<file path="src/sbs_pkg.sv">
// Shared constants for the sample buffer status block and its host end
package sbs_pkg;
    // Device register offsets
    localparam logic [7:0] REG_SAMPLE_BUFFER_STATUS = 8'h0B;
    localparam logic [7:0] REG_DATA_FIRST           = 8'h0C;
    localparam logic [7:0] REG_DATA_LAST_FULL       = 8'h11;
    localparam logic [7:0] REG_DATA_LAST_FAST       = 8'h10;
    localparam logic [7:0] REG_SENSOR_SETUP_SECOND  = 8'h15;
    localparam logic [7:0] REG_BUFFER_SETUP_FIRST   = 8'h17;
    localparam logic [7:0] REG_BUFFER_SETUP_SECOND  = 8'h18;
    localparam logic [7:0] REG_INT_ENABLE           = 8'h20;
    localparam logic [7:0] REG_INT_ROUTE            = 8'h21;
    // Field positions
    localparam int STAT_WMRK_BIT  = 7;
    localparam int STAT_OVF_BIT   = 6;
    localparam int FLUSH_BIT      = 7;
    localparam int FREAD_BIT      = 0;
    localparam int INT_EN_BIT     = 0;
    localparam int INT_ROUTE_BIT  = 0;
    localparam logic [1:0] MODE_DISABLED = 2'h0;
    localparam logic [5:0] COUNT_MAX     = 6'h20;
    localparam logic [7:0] RESET_BYTE    = 8'h00;
    // Host Wishbone map (byte addresses)
    localparam logic [3:0] WB_CMD    = 4'h0;
    localparam logic [3:0] WB_STATUS = 4'h4;
    localparam int CMD_ADDR_LSB  = 0;
    localparam int CMD_WDATA_LSB = 8;
    localparam int CMD_WE_BIT    = 16;
    localparam int ST_BUSY_BIT   = 0;
    localparam int ST_INTA_BIT   = 1;
    localparam int ST_INTB_BIT   = 2;
    localparam int ST_RDATA_LSB  = 8;
endpackage : sbs_pkg

</file>
<file path="src/sbs_link_if.sv">
// Register link between the host end and the sample buffer status device
`timescale 1ns/1ps
`default_nettype none
interface sbs_link_if;
    logic       req;
    logic       we;
    logic [7:0] addr;
    logic [7:0] wdata;
    logic       ack;
    logic [7:0] rdata;
    logic       int_a;
    logic       int_b;
    modport dev  (input req, we, addr, wdata, output ack, rdata, int_a, int_b);
    modport host (output req, we, addr, wdata, input ack, rdata, int_a, int_b);
endinterface : sbs_link_if
`default_nettype wire

</file>
<file path="src/sbs_device.sv">
// Sample buffer status logic of the sensor: count, flags, config and register port
//
// Implementation choice: the Wishbone slave port.
`timescale 1ns/1ps
`default_nettype none
// Behaviour
// - Status reads zero while buffer disabled
// - Status byte: watermark b7, overflow b6, count
// - Watermark flag set when count reaches level
// - Watermark clears once count drops below level
// - Flush empties buffer, clears watermark flag
// - Disable clears contents and watermark flag
// - Burst read of all samples empties buffer
// - Watermark routable to either interrupt pin
// - Count 0..32; push at 32 sets overflow
// - Overflow clears on sample pop (last data byte read), flush, disable
module sbs_device (
    input  wire logic        clk_i,
    input  wire logic        resetn_i,
    input  wire logic        ce_i,
    sbs_link_if.dev          link,
    input  wire logic        sample_push_i,
    input  wire logic [47:0] sample_data_i,
    output logic             sample_pop_o,
    output logic             flush_o,
    output logic [1:0]       buffer_mode_o,
    output logic             interrupt_out_a_o,
    output logic             interrupt_out_b_o
);
    logic [1:0] mode_r,  mode_nxt;
    logic [5:0] lvl_r,   lvl_nxt;
    logic       fread_r, fread_nxt;
    logic       inten_r, inten_nxt;
    logic       route_r, route_nxt;
    logic [5:0] cnt_r,   cnt_nxt;
    logic       ovf_r,   ovf_nxt;
    logic       wmf_r,   wmf_nxt;
    logic       ack_r,   ack_nxt;
    logic [7:0] rdata_r, rdata_nxt;
    logic       inta_r,  inta_nxt;
    logic       intb_r,  intb_nxt;
    logic       pop_r,   pop_nxt;
    logic       flush_r, flush_nxt;

    logic       take;
    logic       wr;
    logic       rd;
    logic       flush;
    logic       disable_now;
    logic       enabled;
    logic       pop;
    logic       push;
    logic [7:0] status;
    logic [2:0] byte_idx;

    always_comb
    begin
        take        = link.req && !ack_r;
        wr          = take && link.we;
        rd          = take && !link.we;
        mode_nxt    = mode_r;
        lvl_nxt     = lvl_r;
        fread_nxt   = fread_r;
        inten_nxt   = inten_r;
        route_nxt   = route_r;
        flush       = 1'b0;
        if (wr)
        begin
            unique case (link.addr)
                sbs_pkg::REG_BUFFER_SETUP_FIRST:  mode_nxt  = link.wdata[1:0];
                sbs_pkg::REG_BUFFER_SETUP_SECOND:
                begin
                    lvl_nxt = link.wdata[5:0];
                    flush   = link.wdata[sbs_pkg::FLUSH_BIT];
                end
                sbs_pkg::REG_SENSOR_SETUP_SECOND: fread_nxt = link.wdata[sbs_pkg::FREAD_BIT];
                sbs_pkg::REG_INT_ENABLE:          inten_nxt = link.wdata[sbs_pkg::INT_EN_BIT];
                sbs_pkg::REG_INT_ROUTE:           route_nxt = link.wdata[sbs_pkg::INT_ROUTE_BIT];
                default:                          mode_nxt  = mode_r;
            endcase
        end
        disable_now = (mode_nxt == sbs_pkg::MODE_DISABLED);
        enabled     = (mode_r != sbs_pkg::MODE_DISABLED);
        // The last byte of a sample in the burst pops it; fast read skips the MSB bytes
        pop  = rd && enabled && (cnt_r != 6'h00) &&
               (link.addr == (fread_r ? sbs_pkg::REG_DATA_LAST_FAST
                                      : sbs_pkg::REG_DATA_LAST_FULL));
        push = sample_push_i && enabled;

        // Count and overflow
        cnt_nxt = cnt_r;
        ovf_nxt = ovf_r;
        if (disable_now || flush)
        begin
            cnt_nxt = 6'h00;
            ovf_nxt = 1'b0;
        end
        else
        begin
            if (pop)
            begin
                ovf_nxt = 1'b0;
            end
            if (push && !pop && cnt_r == sbs_pkg::COUNT_MAX)
            begin
                ovf_nxt = 1'b1;
            end
            else if (push && !pop)
            begin
                cnt_nxt = cnt_r + 6'h01;
            end
            else if (pop && !push)
            begin
                cnt_nxt = cnt_r - 6'h01;
            end
        end
        wmf_nxt = !disable_now && !flush && (cnt_nxt >= lvl_nxt);

        status = enabled ? {wmf_r, ovf_r, cnt_r} : sbs_pkg::RESET_BYTE;
        byte_idx = 3'(link.addr - sbs_pkg::REG_DATA_FIRST);
        rdata_nxt = rdata_r;
        if (rd)
        begin
            if (link.addr == sbs_pkg::REG_SAMPLE_BUFFER_STATUS)
                rdata_nxt = status;
            else if (link.addr >= sbs_pkg::REG_DATA_FIRST &&
                     link.addr <= sbs_pkg::REG_DATA_LAST_FULL)
                rdata_nxt = sample_data_i[8*byte_idx +: 8];
            else if (link.addr == sbs_pkg::REG_BUFFER_SETUP_FIRST)
                rdata_nxt = {6'h00, mode_r};
            else if (link.addr == sbs_pkg::REG_BUFFER_SETUP_SECOND)
                rdata_nxt = {2'h0, lvl_r};
            else if (link.addr == sbs_pkg::REG_SENSOR_SETUP_SECOND)
                rdata_nxt = {7'h00, fread_r};
            else if (link.addr == sbs_pkg::REG_INT_ENABLE)
                rdata_nxt = {7'h00, inten_r};
            else if (link.addr == sbs_pkg::REG_INT_ROUTE)
                rdata_nxt = {7'h00, route_r};
            else
                rdata_nxt = sbs_pkg::RESET_BYTE;
        end
        ack_nxt   = take;
        inta_nxt  = inten_r && !route_r && wmf_r;
        intb_nxt  = inten_r && route_r && wmf_r;
        pop_nxt   = pop;
        flush_nxt = flush || (wr && disable_now && enabled);
    end

    always_ff @(posedge clk_i)
    begin
        if (!resetn_i)
        begin
            mode_r  <= sbs_pkg::MODE_DISABLED;
            lvl_r   <= 6'h00;
            fread_r <= 1'b0;
            inten_r <= 1'b0;
            route_r <= 1'b0;
            cnt_r   <= 6'h00;
            ovf_r   <= 1'b0;
            wmf_r   <= 1'b0;
            ack_r   <= 1'b0;
            rdata_r <= sbs_pkg::RESET_BYTE;
            inta_r  <= 1'b0;
            intb_r  <= 1'b0;
            pop_r   <= 1'b0;
            flush_r <= 1'b0;
        end
        else if (ce_i)
        begin
            mode_r  <= mode_nxt;
            lvl_r   <= lvl_nxt;
            fread_r <= fread_nxt;
            inten_r <= inten_nxt;
            route_r <= route_nxt;
            cnt_r   <= cnt_nxt;
            ovf_r   <= ovf_nxt;
            wmf_r   <= wmf_nxt;
            ack_r   <= ack_nxt;
            rdata_r <= rdata_nxt;
            inta_r  <= inta_nxt;
            intb_r  <= intb_nxt;
            pop_r   <= pop_nxt;
            flush_r <= flush_nxt;
        end
    end

    assign link.ack          = ack_r;
    assign link.rdata        = rdata_r;
    assign link.int_a        = inta_r;
    assign link.int_b        = intb_r;
    assign interrupt_out_a_o = inta_r;
    assign interrupt_out_b_o = intb_r;
    assign sample_pop_o      = pop_r;
    assign flush_o           = flush_r;
    assign buffer_mode_o     = mode_r;
endmodule : sbs_device
`default_nettype wire

</file>
<file path="src/flat_wrapper.sv">
// flat-port wrapper written by rule: the top's interface ports become plain ports
module sbs_device_flat 
  (clk_i, resetn_i, ce_i, sample_push_i, sample_data_i, sample_pop_o, flush_o, buffer_mode_o, interrupt_out_a_o, interrupt_out_b_o, link_req, link_we, link_addr, link_wdata, link_ack, link_rdata, link_int_a, link_int_b);
  sbs_link_if link_i ();
  input  wire logic clk_i;
  input  wire logic resetn_i;
  input  wire logic ce_i;
  input  wire logic sample_push_i;
  input  wire logic [47:0] sample_data_i;
  output logic sample_pop_o;
  output logic flush_o;
  output logic [1:0] buffer_mode_o;
  output logic interrupt_out_a_o;
  output logic interrupt_out_b_o;
  input wire logic [$bits(link_i.req)-1:0] link_req;
  input wire logic [$bits(link_i.we)-1:0] link_we;
  input wire logic [$bits(link_i.addr)-1:0] link_addr;
  input wire logic [$bits(link_i.wdata)-1:0] link_wdata;
  output wire logic [$bits(link_i.ack)-1:0] link_ack;
  output wire logic [$bits(link_i.rdata)-1:0] link_rdata;
  output wire logic [$bits(link_i.int_a)-1:0] link_int_a;
  output wire logic [$bits(link_i.int_b)-1:0] link_int_b;
  assign link_i.req = link_req;
  assign link_i.we = link_we;
  assign link_i.addr = link_addr;
  assign link_i.wdata = link_wdata;
  assign link_ack = link_i.ack;
  assign link_rdata = link_i.rdata;
  assign link_int_a = link_i.int_a;
  assign link_int_b = link_i.int_b;
  sbs_device u_core (.clk_i(clk_i), .resetn_i(resetn_i), .ce_i(ce_i), .link(link_i), .sample_push_i(sample_push_i), .sample_data_i(sample_data_i), .sample_pop_o(sample_pop_o), .flush_o(flush_o), .buffer_mode_o(buffer_mode_o), .interrupt_out_a_o(interrupt_out_a_o), .interrupt_out_b_o(interrupt_out_b_o));
endmodule
</file>
<file path="config.mk">
export PLATFORM = sky130hd
export DESIGN_NAME = sbs_device_flat
export DESIGN_NICKNAME = d
export VERILOG_FILES = /design/src/sbs_pkg.sv /design/src/sbs_link_if.sv /design/src/sbs_device.sv /design/src/flat_wrapper.sv
export SDC_FILE = /design/constraint.sdc
export NUM_CORES = 1
export LEC_CHECK = 0
export ABC_AREA = 1
export BUFFER_PORTS_ARGS = -buffer_cell sky130_fd_sc_hd__buf_2
export CAP_MARGIN = 20
export CELL_PAD_IN_SITES_DETAIL_PLACEMENT = 0
export CELL_PAD_IN_SITES_GLOBAL_PLACEMENT = 1
export CORE_ASPECT_RATIO = 0.8
export CORE_MARGIN = 2
export CORE_UTILIZATION = 38
export DETAILED_ROUTE_END_ITERATION = 10
export PLACE_DENSITY = 0.95
export SLEW_MARGIN = 25
export SYNTH_ARGS = -nofsm -noshare
export SYNTH_HDL_FRONTEND = slang
export SYNTH_SLANG_ARGS = --single-unit
export TNS_END_PERCENT = 20
</file>
<file path="constraint.sdc">
create_clock -name clk_i -period 4.72 [get_ports clk_i]
set_input_delay 0.708 -clock clk_i [delete_from_list [all_inputs] [get_ports clk_i]]
set_output_delay 0.708 -clock clk_i [all_outputs]
set_load 0.01 [all_outputs]
</file>
==> results of run 1 <==
area by class of cell:
cell class	count	share of cell area
Sequential cell	32	0.198
Inverter	69	0.0808
Clock inverter	2	0.0108
Tap cell	87	0.0336
Clock buffer	6	0.0224
Multi-Input combinational cell	308	0.520
Timing Repair Buffer	86	0.134
per-layer routing:
layer,track usage,up-vias,share of wire
li1,-,1579,-
met1,0.307,1343,0.50
met2,0.307,107,0.41
met3,0.0394,10,0.077
met4,0.0425,0,0.0067
met5,0,-,0
cell families (layout without fill, tap and decap cells):
family,count (synthesis),after routing,synth area share
simple gates,187,187,0.338
fa+ha+maj,8,8,0.0367
flops,32,32,0.235
buf+inv,86,163,0.147
xor+xnor,6,6,0.0193
compound gates,107,107,0.223
cell usage after synthesis (2+ instances only):
cell type,n
nand2_1,88
inv_1,64
o21ai_0,43
dfxtp_1,32
a21oi_1,31
nor2_1,29
nand3_1,25
o211ai_1,13
nand4_1,12
ha_1,8
nand3_2,8
a22oi_1,7
nor3_1,6
xor2_1,6
buf_6,5
nand2_2,5
a31oi_1,4
buf_2,3
buf_4,3
clkbuf_1,3
inv_2,3
nor2_4,3
nor4_1,3
o21ai_1,3
clkbuf_8,2
nand2_4,2
nor2_2,2
flip-flops by register name, indices dropped and copies added, names as in the netlist, 2 cells and up:
signal and flops:
u_core.cnt_r 6, u_core.buffer_mode_o 2, u_core.link.rdata 8, u_core.lvl_r 6
path summary, 6_finish.rpt:
kind,end,slack (ns),startpoint
setup / recovery,u_core.wmf_r$_SDFFE_PN0P_,1.68,link_addr[0]
hold / removal,u_core.ovf_r$_SDFFE_PN0P_,0.47,u_core.ovf_r$_SDFFE_PN0P_
setup reg to reg,u_core.wmf_r$_SDFFE_PN0P_,1.89,u_core.link.ack$_SDFFE_PN0P_
hold reg to reg,u_core.ovf_r$_SDFFE_PN0P_,0.47,u_core.ovf_r$_SDFFE_PN0P_
worst max-delay path: cells and delay by family:
family,cells,cell delay [ns]
and+or+nand+nor,11,1.27
buffers and inverters,4,0.57
adders and majority gates,1,0.32
AOI/OAI and AO/OA,3,0.32
report_power, final:
part | total [mW] | leakage [nW] | internal, mW | switching, mW
clock network | 0.264 | 0.0552 | 0.157 | 0.107
logic | 0.183 | 1.38 | 0.0701 | 0.113
registers | 0.297 | 0.262 | 0.283 | 0.0145
through the flow:
stage | std cells | worst slack, ns | utilization | power (mW)
after floorplan | 426 | 2.15 | - | 0.425
final | 590 | 1.68 | 0.467 | 0.744
after detailed placement | 582 | 1.40 | 0.452 | 0.485
after global placement | 582 | 1.42 | 0.452 | 0.480
after CTS | 590 | 1.70 | 0.467 | 0.747
after global routing | 590 | 1.43 | 0.467 | 0.785
==> flow_metrics.py, run 1 <==
metrics = {
    "routing": {
        "viasPerCell": 5.15,
        "dr.pass1.iters": 5,
        "antenna_left": 0,
        "totalWireLength_um": 8010,
        "wl_per_cell_um": 13.6,
        "num_vias": 3039,
        "remaining_drc_errors": 0,
        "drt_iter0_markers": 235,
    },
    "placement": {
        "globalplace.congestion": 0.950,
        "placed_area_um2": 3130,
        "place_hpwl_um": 6320,
        "io_buffer_count": 85,
    },
    "global_routing": {
        "grt_pass1_wl_um": 13200,
        "antenna_found_initial": 0,
        "gr-total-overflow": 0,
        "grt_start_max_net_pins": 39,
        "grt_pass1_vias": 2794,
        "track_usage": 0.206,
    },
    "clocking": {
        "ctsResizeCount": 0,
        "clkSlewWorstSetupHoldPaths_ns": 0.07,
        "clock_latency_ns": 0.29,
        "clk_path_buf_depth": 2,
        "clkSinkCount": 32,
        "cts_tree": "done",
        "cts-buffers-inserted": 5,
        "h-tree-depth": 2,
        "cts_hold_buf": 0,
        "cts_root_buf": "clkbuf_8",
        "post_cts_buffers": 0,
    },
    "die": {
        "ios": 87,
        "dieHeight_um": 79.8,
        "initial_core_util": 0.394,
        "die_w_um": 98.7,
        "row_count": 27,
        "core_area_um2": 6930,
        "fp.dieArea_um2": 7870,
    },
    "worst_hold_path": {
        "hp-class": "reg -> reg",
        "holdPathStages": 2,
    },
    "critical_path": {
        "required_ns": 4.88,
        "reg2reg_depth": 18,
        "cp-start-kind": "input pin",
        "critPathKind": "in -> reg",
        "critPathSlowestCell": "nor2_4",
        "critPathMaxStageDelay_ns": 0.35,
        "crit_chain": "buf_2 -> inv_2 -> nor2_4 -> nand2_1 -> nand2_1 -> nand4_4 -> nand2_2 -> inv_1 -> nand2_1 -> nand2_1 -> nand2_1 -> nand2_1 -> ha_1 -> inv_1 -> nor2_1 -> o211ai_1 -> o2111ai_1 -> nand2_1 -> a21oi_1",
        "cp-end-kind": "flip-flop",
        "path_common_cell": "nand2_1",
        "cp_max_fo": 18,
        "worstPathArrival_ns": 3.19,
    },
    "pwr": {
        "powerDensity_nw_per_um2": 230,
        "p_leak_nw": 1.69,
        "ir_drop_mv": 0.186,
    },
    "sta": {
        "rsz0062_at_grt": "no",
        "drv_slew": 0,
        "setup_viol": 0,
        "layout_min_cycle_time_ns": 3.04,
        "fmax_mhz": 329,
        "fin_skew_ns": 0.00840,
        "tns_ns": 0,
        "tightest_slew_ns": 0.873,
        "fin_crit_sh": 0.643,
        "slew_headroom": 0.416,
        "hold_ws_ns": 0.475,
        "hold_violations": 0,
    },
    "layout": {
        "fill_cells": 732,
        "diodes": 0,
        "final_common_cell": "nand2_1",
        "fin_nets": 580,
        "mostFrequentLayoutCells": "88 x nand2_1, 85 x buf_2, 64 x inv_1",
        "fin_area_um2": 3240,
        "multi_input_area_um2": 1680,
        "area_delta_synth_final_pct": 18.7,
        "drive_above_1_share": 0.241,
        "final-seq-area_um2": 641,
    },
    "synth": {
        "syn-mean-instance-area_um2": 6.40,
        "synth_ff_type": "dfxtp_1",
        "async_reset_ff_frac": 0,
        "synth_cells": 426,
        "synth_edf_count": 0,
        "synthDistinctLibCells": 40,
        "synth_nets": 504,
        "syn_area_um2": 2730,
        "ys_ff_latch": 32,
        "ys_seq_area_frac": 0.235,
        "synth.largest_area_cell": "dfxtp_1",
        "yosys_warnings": 0,
        "yosysTopAreaCellShare": 0.235,
        "synth_area_leaders": "dfxtp_1 23%, nand2_1 12%, inv_1 8.8%",
    },
    "outcome": {
        "outcome": "complete, no violations",
    },
    "flow_run": {
        "drv_cap": 0,
    },
}
Power figures use the tool's default switching activity.
==> inputs of run 2 (changes only) <==
--- a/config.mk
+++ b/config.mk
@@ -12,9 +12,9 @@
 export CELL_PAD_IN_SITES_GLOBAL_PLACEMENT = 1
 export CORE_ASPECT_RATIO = 0.8
 export CORE_MARGIN = 2
-export CORE_UTILIZATION = 38
+export CORE_UTILIZATION = 35
 export DETAILED_ROUTE_END_ITERATION = 10
-export PLACE_DENSITY = 0.95
+export PLACE_DENSITY = 0.89
 export SLEW_MARGIN = 25
 export SYNTH_ARGS = -nofsm -noshare
 export SYNTH_HDL_FRONTEND = slang
==> constraint.sdc (replaced) <==
create_clock -name clk_i -period 2.89 [get_ports clk_i]
set_input_delay 0.4335 -clock clk_i [delete_from_list [all_inputs] [get_ports clk_i]]
set_output_delay 0.4335 -clock clk_i [all_outputs]
set_load 0.01 [all_outputs]
==> flow_metrics.py, run 2 (same netlist as run 1, synthesis figures left out) <==
metrics = {
    "routing": {
        "remaining_drc_errors": 0,
        "viasPerCell": 4.92,
        "antenna_left": 0,
        "wl_per_cell_um": 12.7,
        "num_vias": 3036,
        "drt_iter0_markers": 138,
        "totalWireLength_um": 7820,
        "dr.pass1.iters": 5,
    },
    "die": {
        "die_w_um": 103,
        "row_count": 28,
        "initial_core_util": 0.365,
        "core_area_um2": 7460,
        "dieHeight_um": 82.9,
        "ios": 87,
        "fp.dieArea_um2": 8520,
    },
    "layout": {
        "largest_register_ff_count": 8,
        "fin_nets": 589,
        "multi_input_area_um2": 1690,
        "drive_above_1_share": 0.258,
        "mostFrequentLayoutCells": "88 x nand2_1, 85 x buf_2, 64 x inv_1",
        "final-seq-area_um2": 641,
        "diodes": 0,
        "final_common_cell": "nand2_1",
        "fill_cells": 818,
        "post-route-util": 0.444,
        "area_delta_synth_final_pct": 21.6,
    },
    "sta": {
        "slew_headroom": 0.746,
        "fin_skew_ns": 0.00915,
        "drv_slew": 0,
        "tightest_slew_ns": 0.378,
        "layout_min_cycle_time_ns": 2.58,
        "fin_ws_ns": 0.307,
        "tns_ns": 0,
        "rsz0062_at_grt": "no",
        "hold_ws_ns": 0.359,
        "setup_viol": 0,
        "fmax_mhz": 387,
        "hold_violations": 0,
        "fin_crit_sh": 0.894,
    },
    "placement": {
        "globalplace.congestion": 0.850,
        "place_hpwl_um": 6230,
        "pre_cts_ws_ns": 0.178,
        "io_buffer_count": 85,
    },
    "pwr": {
        "ir_drop_mv": 0.153,
        "pwr-share-comb": 0.269,
        "powerDensity_nw_per_um2": 351,
        "p_leak_nw": 1.74,
        "p_int_uw": 776,
        "switching_share": 0.333,
        "total_power_mw": 1.16,
        "p_sw_uw": 388,
        "p_clk_frac": 0.318,
        "seqPwrFrac": 0.413,
    },
    "clocking": {
        "cts_root_buf": "clkbuf_8",
        "cts_tree": "done",
        "clkSinkCount": 32,
        "cts-buffers-inserted": 5,
        "h-tree-depth": 2,
        "clkSlewWorstSetupHoldPaths_ns": 0.08,
        "clk_path_buf_depth": 2,
        "clock_latency_ns": 0.29,
    },
    "critical_path": {
        "rr_startpoint": "u_core.cnt_r[0]$_SDFFE_PN0P_",
        "critPathLaunch": "u_core.cnt_r[0]$_SDFFE_PN0P_",
        "cp-end-kind": "flip-flop",
        "critPathKind": "reg -> reg",
        "worstPathArrival_ns": 2.75,
        "required_ns": 3.06,
        "cp-start-kind": "flip-flop",
        "cp_max_fo": 7,
    },
    "flow_run": {
        "drv_cap": 0,
    },
    "worst_hold_path": {
        "min_from": "ce_i",
        "hp-class": "in -> reg",
    },
    "global_routing": {
        "gr-total-overflow": 0,
        "grt_start_max_net_pins": 36,
        "track_usage": 0.192,
        "grt_pass1_vias": 2889,
        "grt_pass1_wl_um": 13400,
        "antenna_found_initial": 0,
    },
    "outcome": {
        "outcome": "complete, no violations",
    },
}
run 2: cell count changes in the layout (fill, tap and decap cells not counted), sizes merged:
cell	delta
clkinv	+1
buf	+9
bufinv	-1
run 2: path summary, 6_finish.rpt:
check	slack (ns)	depth (start not counted)	endpoint
max	0.31	17	u_core.wmf_r$_SDFFE_PN0P_
max reg2reg	0.31	17	u_core.wmf_r$_SDFFE_PN0P_
min reg2reg	0.48	2	u_core.interrupt_out_b_o$_SDFFE_PN0P_
min	0.36	2	u_core.link.ack$_SDFFE_PN0P_
run 2: cell type report:
type,instances,share of cell area
Multi-Input combinational cell,308,0.509
Sequential cell,32,0.193
Timing Repair Buffer,95,0.151
Inverter,69,0.0789
Tap cell,105,0.0396
Clock buffer,6,0.0249
Clock inverter,2,0.00302
run 2: power by group through the flow:
stage / clock network [mW] / registers, mW / logic (mW)
after floorplan: 0 / 0.491 / 0.203
after global placement: 0 / 0.490 / 0.305
after detailed placement: 0 / 0.490 / 0.310
after CTS: 0.379 / 0.481 / 0.311
after global routing: 0.395 / 0.484 / 0.360
final: 0.371 / 0.481 / 0.313
run 2: per-layer routing:
layer	routed length, µm	up-vias	track usage
met5	0	-	0
met4	43	0	0.0291
met3	403	6	0.0337
met2	3300	76	0.287
met1	4070	1367	0.290
li1	-	1587	-
run 2: timing repair:
| action | CTS | global route |
|---|---|---|
| endpoints found under the setup margin | 0 | 1 |
| resized for setup | 0 | 2 |
| hold buffers | 0 | 0 |
| setup buffers | 0 | 0 |
| hold endpoints to repair | 0 | 0 |
run 2: critical path: stages, from the launching register on:
cell and delay, ns:
dfxtp_1 0.38, inv_1 0.15, ha_1 0.28, nand3_2 0.15
inv_1 0.05, nor2_1 0.16, nand3_2 0.18, o21ai_0 0.19
nand2_1 0.08, nand3_2 0.07, inv_1 0.05, ha_1 0.29
nand2_1 0.07, inv_1 0.05, o211ai_1 0.08, o2111ai_1 0.11
nand2_1 0.08, a21oi_1 0.05
run 2: per-stage QoR:
stage / instances / instance area, µm²
after floorplan: 426 / 2730
after global placement: 609 / 3220
after detailed placement: 609 / 3220
after CTS: 617 / 3310
after global routing: 617 / 3320
final: 617 / 3320
